<file path="src/ids_map.vh">
// Purpose: Register map, field positions and reset values of the input deserializer
// Assumes: 32-bit AXI4-Lite register bus, one aligned word per register
// Notes:   Macro definitions only, guarded against double inclusion
`ifndef IDS_MAP_VH
`define IDS_MAP_VH

`define IDS_ADDR_CTRL     4'h0
`define IDS_ADDR_STAT     4'h4

`define IDS_CTRL_WLEN_LSB 0
`define IDS_CTRL_WLEN_MSB 3
`define IDS_CTRL_ROLE_LSB 4
`define IDS_CTRL_ROLE_MSB 5
`define IDS_CTRL_DDR      6
`define IDS_CTRL_SLIPEN   7
`define IDS_CTRL_INV0     8
`define IDS_CTRL_INV1     9
`define IDS_CTRL_RESET    32'h0000_0001

`define IDS_ROLE_NONE     2'h0
`define IDS_ROLE_MASTER   2'h1
`define IDS_ROLE_SLAVE    2'h2

`define IDS_RESP_OKAY     2'h0
`define IDS_RESP_SLVERR   2'h2

`endif

</file>
<file path="src/ids_input_deserializer.v">
// Purpose: Input deserializer with word slip, cascade and phase detector
// Assumes: All pins sampled by clk; capture and fabric clocks are slow inputs found by edges
// Notes:   Configuration in CTRL, state in STAT over AXI4-Lite
//
// The placing of the registers and the AXI4-Lite slave port are this design's own decisions.
`timescale 1ns/1ps
`include "ids_map.vh"

module ids_input_deserializer (
    input  wire        clk,
    input  wire        reset_n,
    input  wire [3:0]  s_axi_awaddr,
    input  wire        s_axi_awvalid,
    output wire        s_axi_awready,
    input  wire [31:0] s_axi_wdata,
    input  wire [3:0]  s_axi_wstrb,
    input  wire        s_axi_wvalid,
    output wire        s_axi_wready,
    output reg  [1:0]  s_axi_bresp,
    output reg         s_axi_bvalid,
    input  wire        s_axi_bready,
    input  wire [3:0]  s_axi_araddr,
    input  wire        s_axi_arvalid,
    output wire        s_axi_arready,
    output reg  [31:0] s_axi_rdata,
    output reg  [1:0]  s_axi_rresp,
    output reg         s_axi_rvalid,
    input  wire        s_axi_rready,
    input  wire        serial_in,
    input  wire        capture_clock_primary,
    input  wire        capture_clock_secondary,
    input  wire        capture_strobe,
    input  wire        fabric_clock,
    input  wire        slip_req,
    input  wire        final_reg_enable,
    input  wire        cascade_in,
    output wire        unregistered_sample_out,
    output reg         cascade_out,
    output reg         phase_early_late,
    output reg         phase_valid,
    output reg         parallel_word_out_0,
    output reg         parallel_word_out_1,
    output reg         parallel_word_out_2,
    output reg         parallel_word_out_3
);

    // Effective word length: 0 reads as 1, above four only when cascaded
    function [3:0] eff_len;
        input [3:0] len;
        input [1:0] role;
        begin
            if (len == 4'h0)
                eff_len = 4'h1;
            else if (len > 4'h8)
                eff_len = 4'h8;
            else if (len > 4'h4 && role == `IDS_ROLE_NONE)
                eff_len = 4'h4;
            else
                eff_len = len;
        end
    endfunction

    // Low n bits of a word, n from 0 to 4
    function [3:0] low_bits;
        input [7:0] word;
        input [3:0] n;
        begin
            case (n)
                4'h0:    low_bits = 4'h0;
                4'h1:    low_bits = {3'h0, word[0]};
                4'h2:    low_bits = {2'h0, word[1:0]};
                4'h3:    low_bits = {1'h0, word[2:0]};
                default: low_bits = word[3:0];
            endcase
        end
    endfunction

    reg  [31:0] ctrl_ff;
    reg  [3:0]  awaddr_ff;
    reg         aw_held_ff;
    reg  [31:0] wdata_ff;
    reg  [3:0]  wstrb_ff;
    reg         w_held_ff;
    reg  [7:0]  sync1_ff;
    reg  [7:0]  sync2_ff;
    reg  [7:0]  sync3_ff;
    reg  [7:0]  shift_ff;
    reg  [2:0]  cnt_ff;
    reg  [2:0]  ofs_ff;
    reg  [3:0]  hold_ff;
    reg         prev_ff;
    reg  [2:0]  nxt_cnt;
    reg  [2:0]  nxt_ofs;
    reg  [31:0] nxt_rdata;
    reg  [1:0]  nxt_rresp;
    integer     i;

    wire [3:0] wlen    = eff_len(ctrl_ff[`IDS_CTRL_WLEN_MSB:`IDS_CTRL_WLEN_LSB],
                                 ctrl_ff[`IDS_CTRL_ROLE_MSB:`IDS_CTRL_ROLE_LSB]);
    wire [1:0] role    = ctrl_ff[`IDS_CTRL_ROLE_MSB:`IDS_CTRL_ROLE_LSB];
    wire       ddr     = ctrl_ff[`IDS_CTRL_DDR];
    wire       slip_en = ctrl_ff[`IDS_CTRL_SLIPEN];
    wire       inv0    = ctrl_ff[`IDS_CTRL_INV0];
    wire       inv1    = ctrl_ff[`IDS_CTRL_INV1];
    wire       cascaded = (role != `IDS_ROLE_NONE) && (wlen > 4'h4);
    wire [2:0] last_pos = wlen[2:0] - 3'h1;

    // Synchronised pins: bit 0 data, 1/2 capture clocks, 3 strobe,
    // 4 fabric clock, 5 slip, 6 final enable, 7 cascade in
    wire d_s      = sync2_ff[0];
    wire strobe_s = sync2_ff[3];
    wire slip_s   = sync2_ff[5];
    wire fen_s    = sync2_ff[6];
    wire casc_s   = sync2_ff[7];
    wire rise0    = sync2_ff[1] & ~sync3_ff[1];
    wire fall0    = ~sync2_ff[1] & sync3_ff[1];
    wire rise1    = sync2_ff[2] & ~sync3_ff[2];
    wire fall1    = ~sync2_ff[2] & sync3_ff[2];
    wire fab_edge = sync2_ff[4] & ~sync3_ff[4];

    wire evt0 = inv0 ? fall0 : rise0;
    wire evt1 = ddr & (inv1 ? fall1 : rise1);
    wire evt  = evt0 | evt1;
    // Cascaded slave deserializes the master's fourth stage, others the pin
    wire sample_bit = (role == `IDS_ROLE_SLAVE && cascaded) ? casc_s : d_s;
    wire [7:0] shifted  = {shift_ff[6:0], sample_bit};
    // Word closes on the capture that lands on the last position, one before the strobe when the slip offset is 0
    wire       boundary = evt && (nxt_cnt == last_pos);
    wire       slip_evt = slip_en && slip_s && fab_edge;

    assign unregistered_sample_out = serial_in;

    always @(posedge clk or negedge reset_n)
    begin
        if (!reset_n)
        begin
            sync1_ff <= 8'h00;
            sync2_ff <= 8'h00;
            sync3_ff <= 8'h00;
        end
        else
        begin
            sync1_ff <= {cascade_in, final_reg_enable, slip_req, fabric_clock,
                         capture_strobe, capture_clock_secondary, capture_clock_primary, serial_in};
            sync2_ff <= sync1_ff;
            sync3_ff <= sync2_ff;
        end
    end

    // Word boundary counter; the strobe re-anchors it at the slip offset
    always @*
    begin
        nxt_ofs = ofs_ff;
        if (!slip_en)
            nxt_ofs = 3'h0;
        else if (slip_evt)
            nxt_ofs = (ofs_ff == last_pos) ? 3'h0 : ofs_ff + 3'h1;
        nxt_cnt = cnt_ff;
        if (evt)
        begin
            if (strobe_s)
                nxt_cnt = ofs_ff;
            else if (cnt_ff >= last_pos)
                nxt_cnt = 3'h0;
            else
                nxt_cnt = cnt_ff + 3'h1;
        end
    end

    always @(posedge clk or negedge reset_n)
    begin
        if (!reset_n)
        begin
            shift_ff            <= 8'h00;
            cnt_ff              <= 3'h0;
            ofs_ff              <= 3'h0;
            hold_ff             <= 4'h0;
            prev_ff             <= 1'b0;
            cascade_out         <= 1'b0;
            phase_early_late    <= 1'b0;
            phase_valid         <= 1'b0;
            parallel_word_out_0 <= 1'b0;
            parallel_word_out_1 <= 1'b0;
            parallel_word_out_2 <= 1'b0;
            parallel_word_out_3 <= 1'b0;
        end
        else
        begin
            cnt_ff <= nxt_cnt;
            ofs_ff <= nxt_ofs;
            if (evt)
            begin
                shift_ff <= shifted;
                prev_ff  <= d_s;
                if (role == `IDS_ROLE_MASTER)
                    cascade_out <= shifted[3];
                else
                    cascade_out <= sample_bit;
                if (role == `IDS_ROLE_MASTER)
                begin
                    // Transition seen: slave's half-period sample tells early or late
                    phase_valid      <= d_s ^ prev_ff;
                    phase_early_late <= (d_s ^ prev_ff) & (casc_s == d_s);
                end
                else
                begin
                    phase_valid      <= 1'b0;
                    phase_early_late <= 1'b0;
                end
            end
            if (boundary)
            begin
                if (cascaded && role == `IDS_ROLE_MASTER)
                    hold_ff <= shifted[3:0];
                else if (cascaded)
                    hold_ff <= low_bits(shifted, wlen - 4'h4);
                else
                    hold_ff <= low_bits(shifted, wlen);
            end
            if (fab_edge && fen_s)
            begin
                parallel_word_out_0 <= hold_ff[0];
                parallel_word_out_1 <= hold_ff[1];
                parallel_word_out_2 <= hold_ff[2];
                parallel_word_out_3 <= hold_ff[3];
            end
        end
    end

    // AXI4-Lite slave: address and data taken in either order
    assign s_axi_awready = !aw_held_ff && !s_axi_bvalid;
    assign s_axi_wready  = !w_held_ff && !s_axi_bvalid;
    assign s_axi_arready = !s_axi_rvalid;

    wire       aw_have = aw_held_ff || s_axi_awvalid;
    wire       w_have  = w_held_ff || s_axi_wvalid;
    wire [3:0] wa      = aw_held_ff ? awaddr_ff : s_axi_awaddr;
    wire [31:0] wd     = w_held_ff ? wdata_ff : s_axi_wdata;
    wire [3:0] ws      = w_held_ff ? wstrb_ff : s_axi_wstrb;
    wire       wr_go   = aw_have && w_have && !s_axi_bvalid;

    always @*
    begin
        nxt_rresp = `IDS_RESP_OKAY;
        nxt_rdata = 32'h0000_0000;
        case (s_axi_araddr)
            `IDS_ADDR_CTRL: nxt_rdata = {22'h000000, ctrl_ff[9:0]};
            `IDS_ADDR_STAT: nxt_rdata = {14'h0000, phase_valid, phase_early_late,
                                         parallel_word_out_3, parallel_word_out_2,
                                         parallel_word_out_1, parallel_word_out_0,
                                         hold_ff, 1'b0, ofs_ff, 1'b0, cnt_ff};
            default:        nxt_rresp = `IDS_RESP_SLVERR;
        endcase
    end

    always @(posedge clk or negedge reset_n)
    begin
        if (!reset_n)
        begin
            ctrl_ff      <= `IDS_CTRL_RESET;
            awaddr_ff    <= 4'h0;
            aw_held_ff   <= 1'b0;
            wdata_ff     <= 32'h0000_0000;
            wstrb_ff     <= 4'h0;
            w_held_ff    <= 1'b0;
            s_axi_bvalid <= 1'b0;
            s_axi_bresp  <= `IDS_RESP_OKAY;
            s_axi_rvalid <= 1'b0;
            s_axi_rresp  <= `IDS_RESP_OKAY;
            s_axi_rdata  <= 32'h0000_0000;
        end
        else
        begin
            if (s_axi_awvalid && s_axi_awready && !wr_go)
            begin
                aw_held_ff <= 1'b1;
                awaddr_ff  <= s_axi_awaddr;
            end
            if (s_axi_wvalid && s_axi_wready && !wr_go)
            begin
                w_held_ff <= 1'b1;
                wdata_ff  <= s_axi_wdata;
                wstrb_ff  <= s_axi_wstrb;
            end
            if (wr_go)
            begin
                aw_held_ff   <= 1'b0;
                w_held_ff    <= 1'b0;
                s_axi_bvalid <= 1'b1;
                if (wa == `IDS_ADDR_CTRL)
                begin
                    s_axi_bresp <= `IDS_RESP_OKAY;
                    for (i = 0; i < 2; i = i + 1)
                        if (ws[i])
                            ctrl_ff[i*8 +: 8] <= wd[i*8 +: 8];
                    ctrl_ff[31:10] <= 22'h000000;
                end
                else if (wa == `IDS_ADDR_STAT)
                    s_axi_bresp <= `IDS_RESP_OKAY;
                else
                    s_axi_bresp <= `IDS_RESP_SLVERR;
            end
            else if (s_axi_bvalid && s_axi_bready)
                s_axi_bvalid <= 1'b0;
            if (s_axi_arvalid && s_axi_arready)
            begin
                s_axi_rvalid <= 1'b1;
                s_axi_rdata  <= nxt_rdata;
                s_axi_rresp  <= nxt_rresp;
            end
            else if (s_axi_rvalid && s_axi_rready)
                s_axi_rvalid <= 1'b0;
        end
    end

endmodule // ids_input_deserializer

</file>
<file path="config.mk">
export PLATFORM = sky130hd
export DESIGN_NAME = ids_input_deserializer
export DESIGN_NICKNAME = d
export VERILOG_FILES = /design/src/ids_input_deserializer.v
export VERILOG_INCLUDE_DIRS = /design/src
export SDC_FILE = /design/constraint.sdc
export NUM_CORES = 1
export LEC_CHECK = 0
export BUFFER_PORTS_ARGS = -buffer_cell sky130_fd_sc_hd__buf_2
export CELL_PAD_IN_SITES_DETAIL_PLACEMENT = 1
export CELL_PAD_IN_SITES_GLOBAL_PLACEMENT = 1
export CORE_ASPECT_RATIO = 0.7
export CORE_MARGIN = 3
export CORE_UTILIZATION = 45
export CTS_CLUSTER_DIAMETER = 40
export DETAILED_ROUTE_END_ITERATION = 12
export PLACE_DENSITY_LB_ADDON = 0.1
export SETUP_SLACK_MARGIN = 0.4
export SYNTH_ARGS = -nofsm -noshare
export SYNTH_HDL_FRONTEND = slang
export SYNTH_SLANG_ARGS = --single-unit
</file>
<file path="constraint.sdc">
create_clock -name clk -period 5.6 [get_ports clk]
set_input_delay 0.28 -clock clk [delete_from_list [all_inputs] [get_ports clk]]
set_output_delay 0.28 -clock clk [all_outputs]
set_load 0.05 [all_outputs]
</file>
Word-level counts from Yosys, hierarchy flattened:

Index checks and enable logic that the tools add are counted.
Widths: inputs -> output; s select.

* mux-type cells: 34
* bitwise gates (word level): 14
* reductions and logical operators: 40
* $add $sub $neg: 4
* equal/unequal tests: 14
* order comparisons: 4

Operators with widths (number)
* $pmux 18 s2: 1
* $pmux 4 s4: 2
* $mux 4: 6
* $logic_not 4->1: 5
* $logic_and 1x1->1: 19
* $mux 3: 6
* $eq 4x2->1 const B: 4
* $mux 1: 14
* $mux 10: 1
* $reduce_bool 2->1: 5
* $eq 4x1->1 const B: 2
* $eq 4x3->1 const B: 2
* $gt 4x3->1 const B: 2
* $mux 2: 4
* $and 1x1->1: 7
* $add 3x1->3 const B: 2
* $eq 3x3->1: 2
* $reduce_and 3->1: 2
* $logic_not 1->1: 5
* $not 1->1: 5
* $gt 4x4->1 const B: 1
* $sub 4x3->4 const B: 1
* $ge 3x3->1: 1
* $sub 3x1->3 const B: 1
* 9 further kinds: 10

* output and inout port bits: 49
* input bits: 59
* register bits: 108

Longest topological paths before layout:

* depth after elaboration: 12
* mapped depth: 14
* mapped depth without buffers: 14

Least setup slack after synthesis:

No wires, ideal clock.

* kind: register -> register
* start point: register ctrl_ff[0]
* end point: register hold_ff[0]
* path buffers: 0
* cell stages (with the launch flop): 14
* period minus slack after synthesis: 3136 ps
* arrival time: 3011 ps
* required time: 5475 ps
* path slack: 2464 ps
* path through: dfstp_2 nor2b_1 o21ai_0 nand2_1 ha_1 xnor2_1 inv_1 ha_1 o21ai_1 a21oi_1 o41ai_1 xnor2_1 nand4_2 mux2_4

* word-level cells in the longest chain between the ends: 12
* elaborated cells between the ends (all ways): 32
* classes of those cells: add/sub: 2; order compare: 4; eq/ne: 7; mux: 11; reduce/logical: 8

RTL lines
* from (decl): RTL line ids_input_deserializer.v:78 `reg [31:0] ctrl_ff;`
* from (signal assigned): RTL line ids_input_deserializer.v:260 `` ctrl_ff <= `IDS_CTRL_RESET; ``
* from (signal, indexed assignment): RTL line ids_input_deserializer.v:295 `ctrl_ff[i*8 +: 8] <= wd[i*8 +: 8];`
* $gt 4x3->1: RTL line ids_input_deserializer.v:56 `` else if (len > 4'h4 && role == `IDS_ROLE_NONE) ``
* $logic_and 1x1->1 (no source line)
* $mux 4: RTL line ids_input_deserializer.v:56
* $mux 4: RTL line ids_input_deserializer.v:54 `else if (len > 4'h8)`
* $mux 4 *: RTL line ids_input_deserializer.v:52 `if (len == 4'h0)`
* $sub 3x1->3 or $gt 4x3->1 (tied branches): RTL line ids_input_deserializer.v:106, ids_input_deserializer.v:105
* $ge 3x3->1 or $logic_and 1x1->1 (tied branches): RTL line ids_input_deserializer.v:163, ids_input_deserializer.v:105
* $mux 3 or $logic_and 1x1->1 (tied branches): RTL line ids_input_deserializer.v:163, ids_input_deserializer.v:125
* $mux 3 or $mux 1 (tied branches): RTL line ids_input_deserializer.v:161, ids_input_deserializer.v:125
* $mux 3 or $pmux 4 s4 (tied branches): RTL line ids_input_deserializer.v:159, ids_input_deserializer.v:68
* $eq 3x3->1 or $mux 4 (tied branches): RTL line ids_input_deserializer.v:128, ids_input_deserializer.v:215
* $logic_and 1x1->1 or $mux 4 (tied branches): RTL line ids_input_deserializer.v:128, ids_input_deserializer.v:213
* to (signal assigned): RTL line ids_input_deserializer.v:214 `hold_ff <= shifted[3:0];`
* to (signal assigned): RTL line ids_input_deserializer.v:216 `hold_ff <= low_bits(shifted, wlen - 4'h4);`
* to (signal assigned): RTL line ids_input_deserializer.v:218 `hold_ff <= low_bits(shifted, wlen);`
* to (decl): RTL line ids_input_deserializer.v:90 `reg [3:0] hold_ff;`

Every way passes the cells marked *; elsewhere a longest branch is shown, timed or not.
A chain may end at the register's enable or synchronous reset.

Worst setup path after layout:

Same ends and word-level chain as after synthesis.

==> summary.txt <==
Worst setup path
  – Setup slack, reg-to-reg: 1.89 ns
  – Crit-path max cell delay: 0.56 ns
  – CP max FO: 6
  – Worst-path cell chain: nor2b_1 > o21ai_0 > nand2_1 > ha_1 > xnor2_1 > inv_1 > ha_1 > o21ai_1 > a21oi_1 > o41ai_1 > xnor2_1 > nand4_2 > mux2_4
  – Worst EP arrival: 3.92 ns
  – CP startpoint kind: flip-flop
  – Crit. End Element: flip-flop
  – Critical R2R Launch: ctrl_ff[0]$_DFFE_PN1P_
  – CP max-delay cell: dfstp_2
  – Worst EP required: 5.82 ns
  – R2r worst-path depth: 13
  – Critical path class: flip-flop to flip-flop
  – R2r endpoint: hold_ff[0]$_DFFE_PN0P_

Min path
  – Min-Delay Endpoint: sync1_ff[7]$_DFF_PN0_
  – Worst Min Path Start: cascade_in
  – Hold path depth: 1
  – Min-Delay Path Class: primary input to flip-flop

Floorplan
  – Core ar.: 8720 um2
  – Die height: 86.6 um
  – Row cnt: 28
  – I/O Pins: 108
  – Die width: 121 um
  – Die area: 10500 um2
  – Initial Util: 0.478

Routing
  – Post-route DRC violation count: 0
  – Initial detailed-routing violation count: 102
  – Post-route ant nets: 0
  – Via count: 2790
  – Vias/cell: 5.17
  – Drt pass-1 iters: 4
  – Avg WL per Cell: 16.9 um
  – Routed Wire Length: 9.14 mm

Synth
  – Post-synthesis simple-gate area fraction: 0.0948
  – Largest family of logic cells by synthesized area: multiplexers
  – Cells after Synth: 349
  – Synth async-reset ratio: 1.00
  – Mean area per synthesized cell: 12.0 um2
  – Yosys top cell area share: 0.534
  – Netlist cell types: 51
  – Adder-cell area share of the yosys netlist: 0.0270
  – Post-synthesis mux area share: 0.169
  – Top post-synthesis cells by area: dfrtp_1 53%, mux2_2 12%, mux2i_1 4.1%
  – #FFs+latches synth: 90
  – Cell area after synthesis: 4170 um2
  – Post-Synth XOR/XNOR Area: 0.0186
  – YS warnings: 0
  – Complex-gate fraction of the synthesized area: 0.0936
  – Most used DFF post-synth: dfrtp_1
  – Post-synth EDFFs: 0
  – Post-synthesis sequential area ratio: 0.540
  – Area leader, netlist: dfrtp_1

Place
  – GPL Wtd Cong: 0.772
  – HPWL Detailed: 6.67 mm
  – Port buffer count: 67

Pwr
  – Cell Pwr Density: 543 nW/um2
  – Maximum vdd drop: 0.000202 V
  – PnR Total Power: 2.65 mW
  – Leak Pwr: 2.36 nW

Global routing
  – GRT Overall Usage: 0.190
  – Initial antenna violation count: 0
  – First-pass GRT wire length: 15.3 mm
  – Grt ovf: 0
  – Largest net degree at the start of global routing: 48
  – Vias in the first global route: 2940

CTS
  – Clock root buffer master: clkbuf_16
  – Setup bufs post-CTS: 0
  – Clock Tree Buf Depth: 2
  – CTS tree: built
  – Clk sinks: 90
  – Later-pin clock latency in the skew report: 0.33 ns
  – Htree depth: 3
  – Clock transition at path regs: 0.06 ns
  – CTS buffer count: 9

STA
  – Endpoints failing setup: 0
  – Pin slew with the least headroom to its limit: 1.03 ns
  – Max frequency: 270 MHz
  – Setup total negative slack: 0 ns
  – Clk_skew: 0.00548 ns
  – Endpoints failing hold: 0
  – Slew Limit Fails: 0
  – RSZ-0062 raised after global routing: no
  – Post-route clock period utilization: 0.662
  – Slew margin rel.: 0.306
  – Minimum clock period: 3.71 ns

Job
  – Max_cap viols: 0

Run status
  – Status: complete, no violations

Finish
  – Share of cells above drive strength 1: 0.331
  – Ant diodes: 0
  – Area Growth Syn to Fin: 17.2%
  – Final nets: 483
cell usage after synthesis (2+ instances only):
master / count
nor3_1: 6
o22ai_1: 2
nand3b_1: 3
nand2_1: 29
a21oi_1: 11
xor2_1: 2
xnor2_1: 5
mux2_2: 43
dfrtp_1: 89
nor2_1: 28
ha_1: 9
buf_2: 3
o21ai_0: 8
a22o_1: 8
nand3_1: 2
mux2i_1: 17
o41ai_1: 2
inv_1: 13
buf_4: 17
a221oi_2: 2
buf_1: 2
o31ai_1: 8
mux2_4: 2
mux2_1: 2
nor2b_1: 3
o21ai_1: 2
nor4_1: 2
clkbuf_1: 6
critical path, delay by kind of cell, from the launching register on:
family          cells  cell delay (ns)
simple gates        3             0.53
xor+xnor            2             0.63
fa+ha+maj           2             0.64
flops               1             0.56
mux                 1             0.37
buf+inv             1             0.09
compound gates      4             0.76
registers in the layout, indices dropped and copies added, names as in the netlist, 2 cells and up:
signal       cells
awaddr_ff        4
cnt_ff           3
ctrl_ff         10
hold_ff          4
ofs_ff           3
s_axi_rdata     18
shift_ff         3
sync1_ff         8
sync2_ff         8
sync3_ff         3
wdata_ff        10
wstrb_ff         2
routing by layer:
| metal | track usage | part of all wire | vias to the layer above |
|---|---|---|---|
| li1 | - | - | 1319 |
| met2 | 0.297 | 0.45 | 63 |
| met1 | 0.260 | 0.49 | 1400 |
| met4 | 0.0504 | 0.010 | 0 |
| met5 | 0 | 0 | - |
| met3 | 0.0574 | 0.059 | 8 |
layout make-up:
| class | count | area [um2] |
|---|---|---|
| fillers | 936 | 3830 |
| flip-flops and latches | 90 | 2250 |
| multi-input cells | 232 | 1740 |
| repair buffers | 69 | 355 |
| clock buffers | 9 | 225 |
| well taps | 120 | 150 |
| clock inverters | 7 | 116 |
| inverters | 13 | 48.8 |
where the power goes:
part / total (mW) / switching [mW] / internal (mW) / leakage, nW
combinational: 0.981 / 0.573 / 0.407 / 1.07
clock: 0.673 / 0.237 / 0.435 / 0.166
sequential: 1.00 / 0.177 / 0.825 / 1.12
how the worst max path moves through the flow:
stage,startpoint,to
6_report,ctrl_ff[0]$_DFFE_PN1P_,hold_ff[0]$_DFFE_PN0P_
5_1_grt,ctrl_ff[0]$_DFFE_PN1P_,hold_ff[0]$_DFFE_PN0P_
4_1_cts,ctrl_ff[0]$_DFFE_PN1P_,hold_ff[0]$_DFFE_PN0P_
3_5_place_dp,ctrl_ff[0]$_DFFE_PN1P_,hold_ff[0]$_DFFE_PN0P_
3_3_place_gp,ctrl_ff[0]$_DFFE_PN1P_,hold_ff[2]$_DFFE_PN0P_
2_1_floorplan,ctrl_ff[0]$_DFFE_PN1P_,hold_ff[0]$_DFFE_PN0P_
stage by stage:
stage | std cells | hold WS [ns] | area [um2] | worst slack, ns | util
after floorplan | 364 | -0.0156 | 4230 | 2.46 | -
after global placement | 523 | 0.308 | 4540 | 1.98 | 0.521
after detailed placement | 523 | 0.313 | 4540 | 1.94 | 0.521
after CTS | 540 | 0.0354 | 4890 | 1.87 | 0.561
after global routing | 540 | 0.0318 | 4890 | 1.63 | 0.561
final | 540 | 0.0494 | 4890 | 1.89 | 0.561
placed cells by master, fill, tap and decap left out, types with 9 or more instances in the layout:
cell type	instances
dfrtp_1	89
buf_2	66
mux2_2	43
nand2_1	29
nor2_1	28
mux2i_1	17
conb_1	16
inv_1	13
a21oi_1	11
ha_1	9
clkbuf_16	9
cell families after synthesis:
group           count (synthesis)
fa+ha+maj                       9
other cells                     1
buf+inv                        42
flops                          90
xor+xnor                        8
simple gates                   83
compound gates                 52
mux                            64
repair_timing:
action	4_1_cts	5_1_grt
endpoints found under the setup margin	0	0
resized for setup	0	0
hold buffers	1	0
hold endpoints to repair	42	0
(Power assumes the default switching activity.)
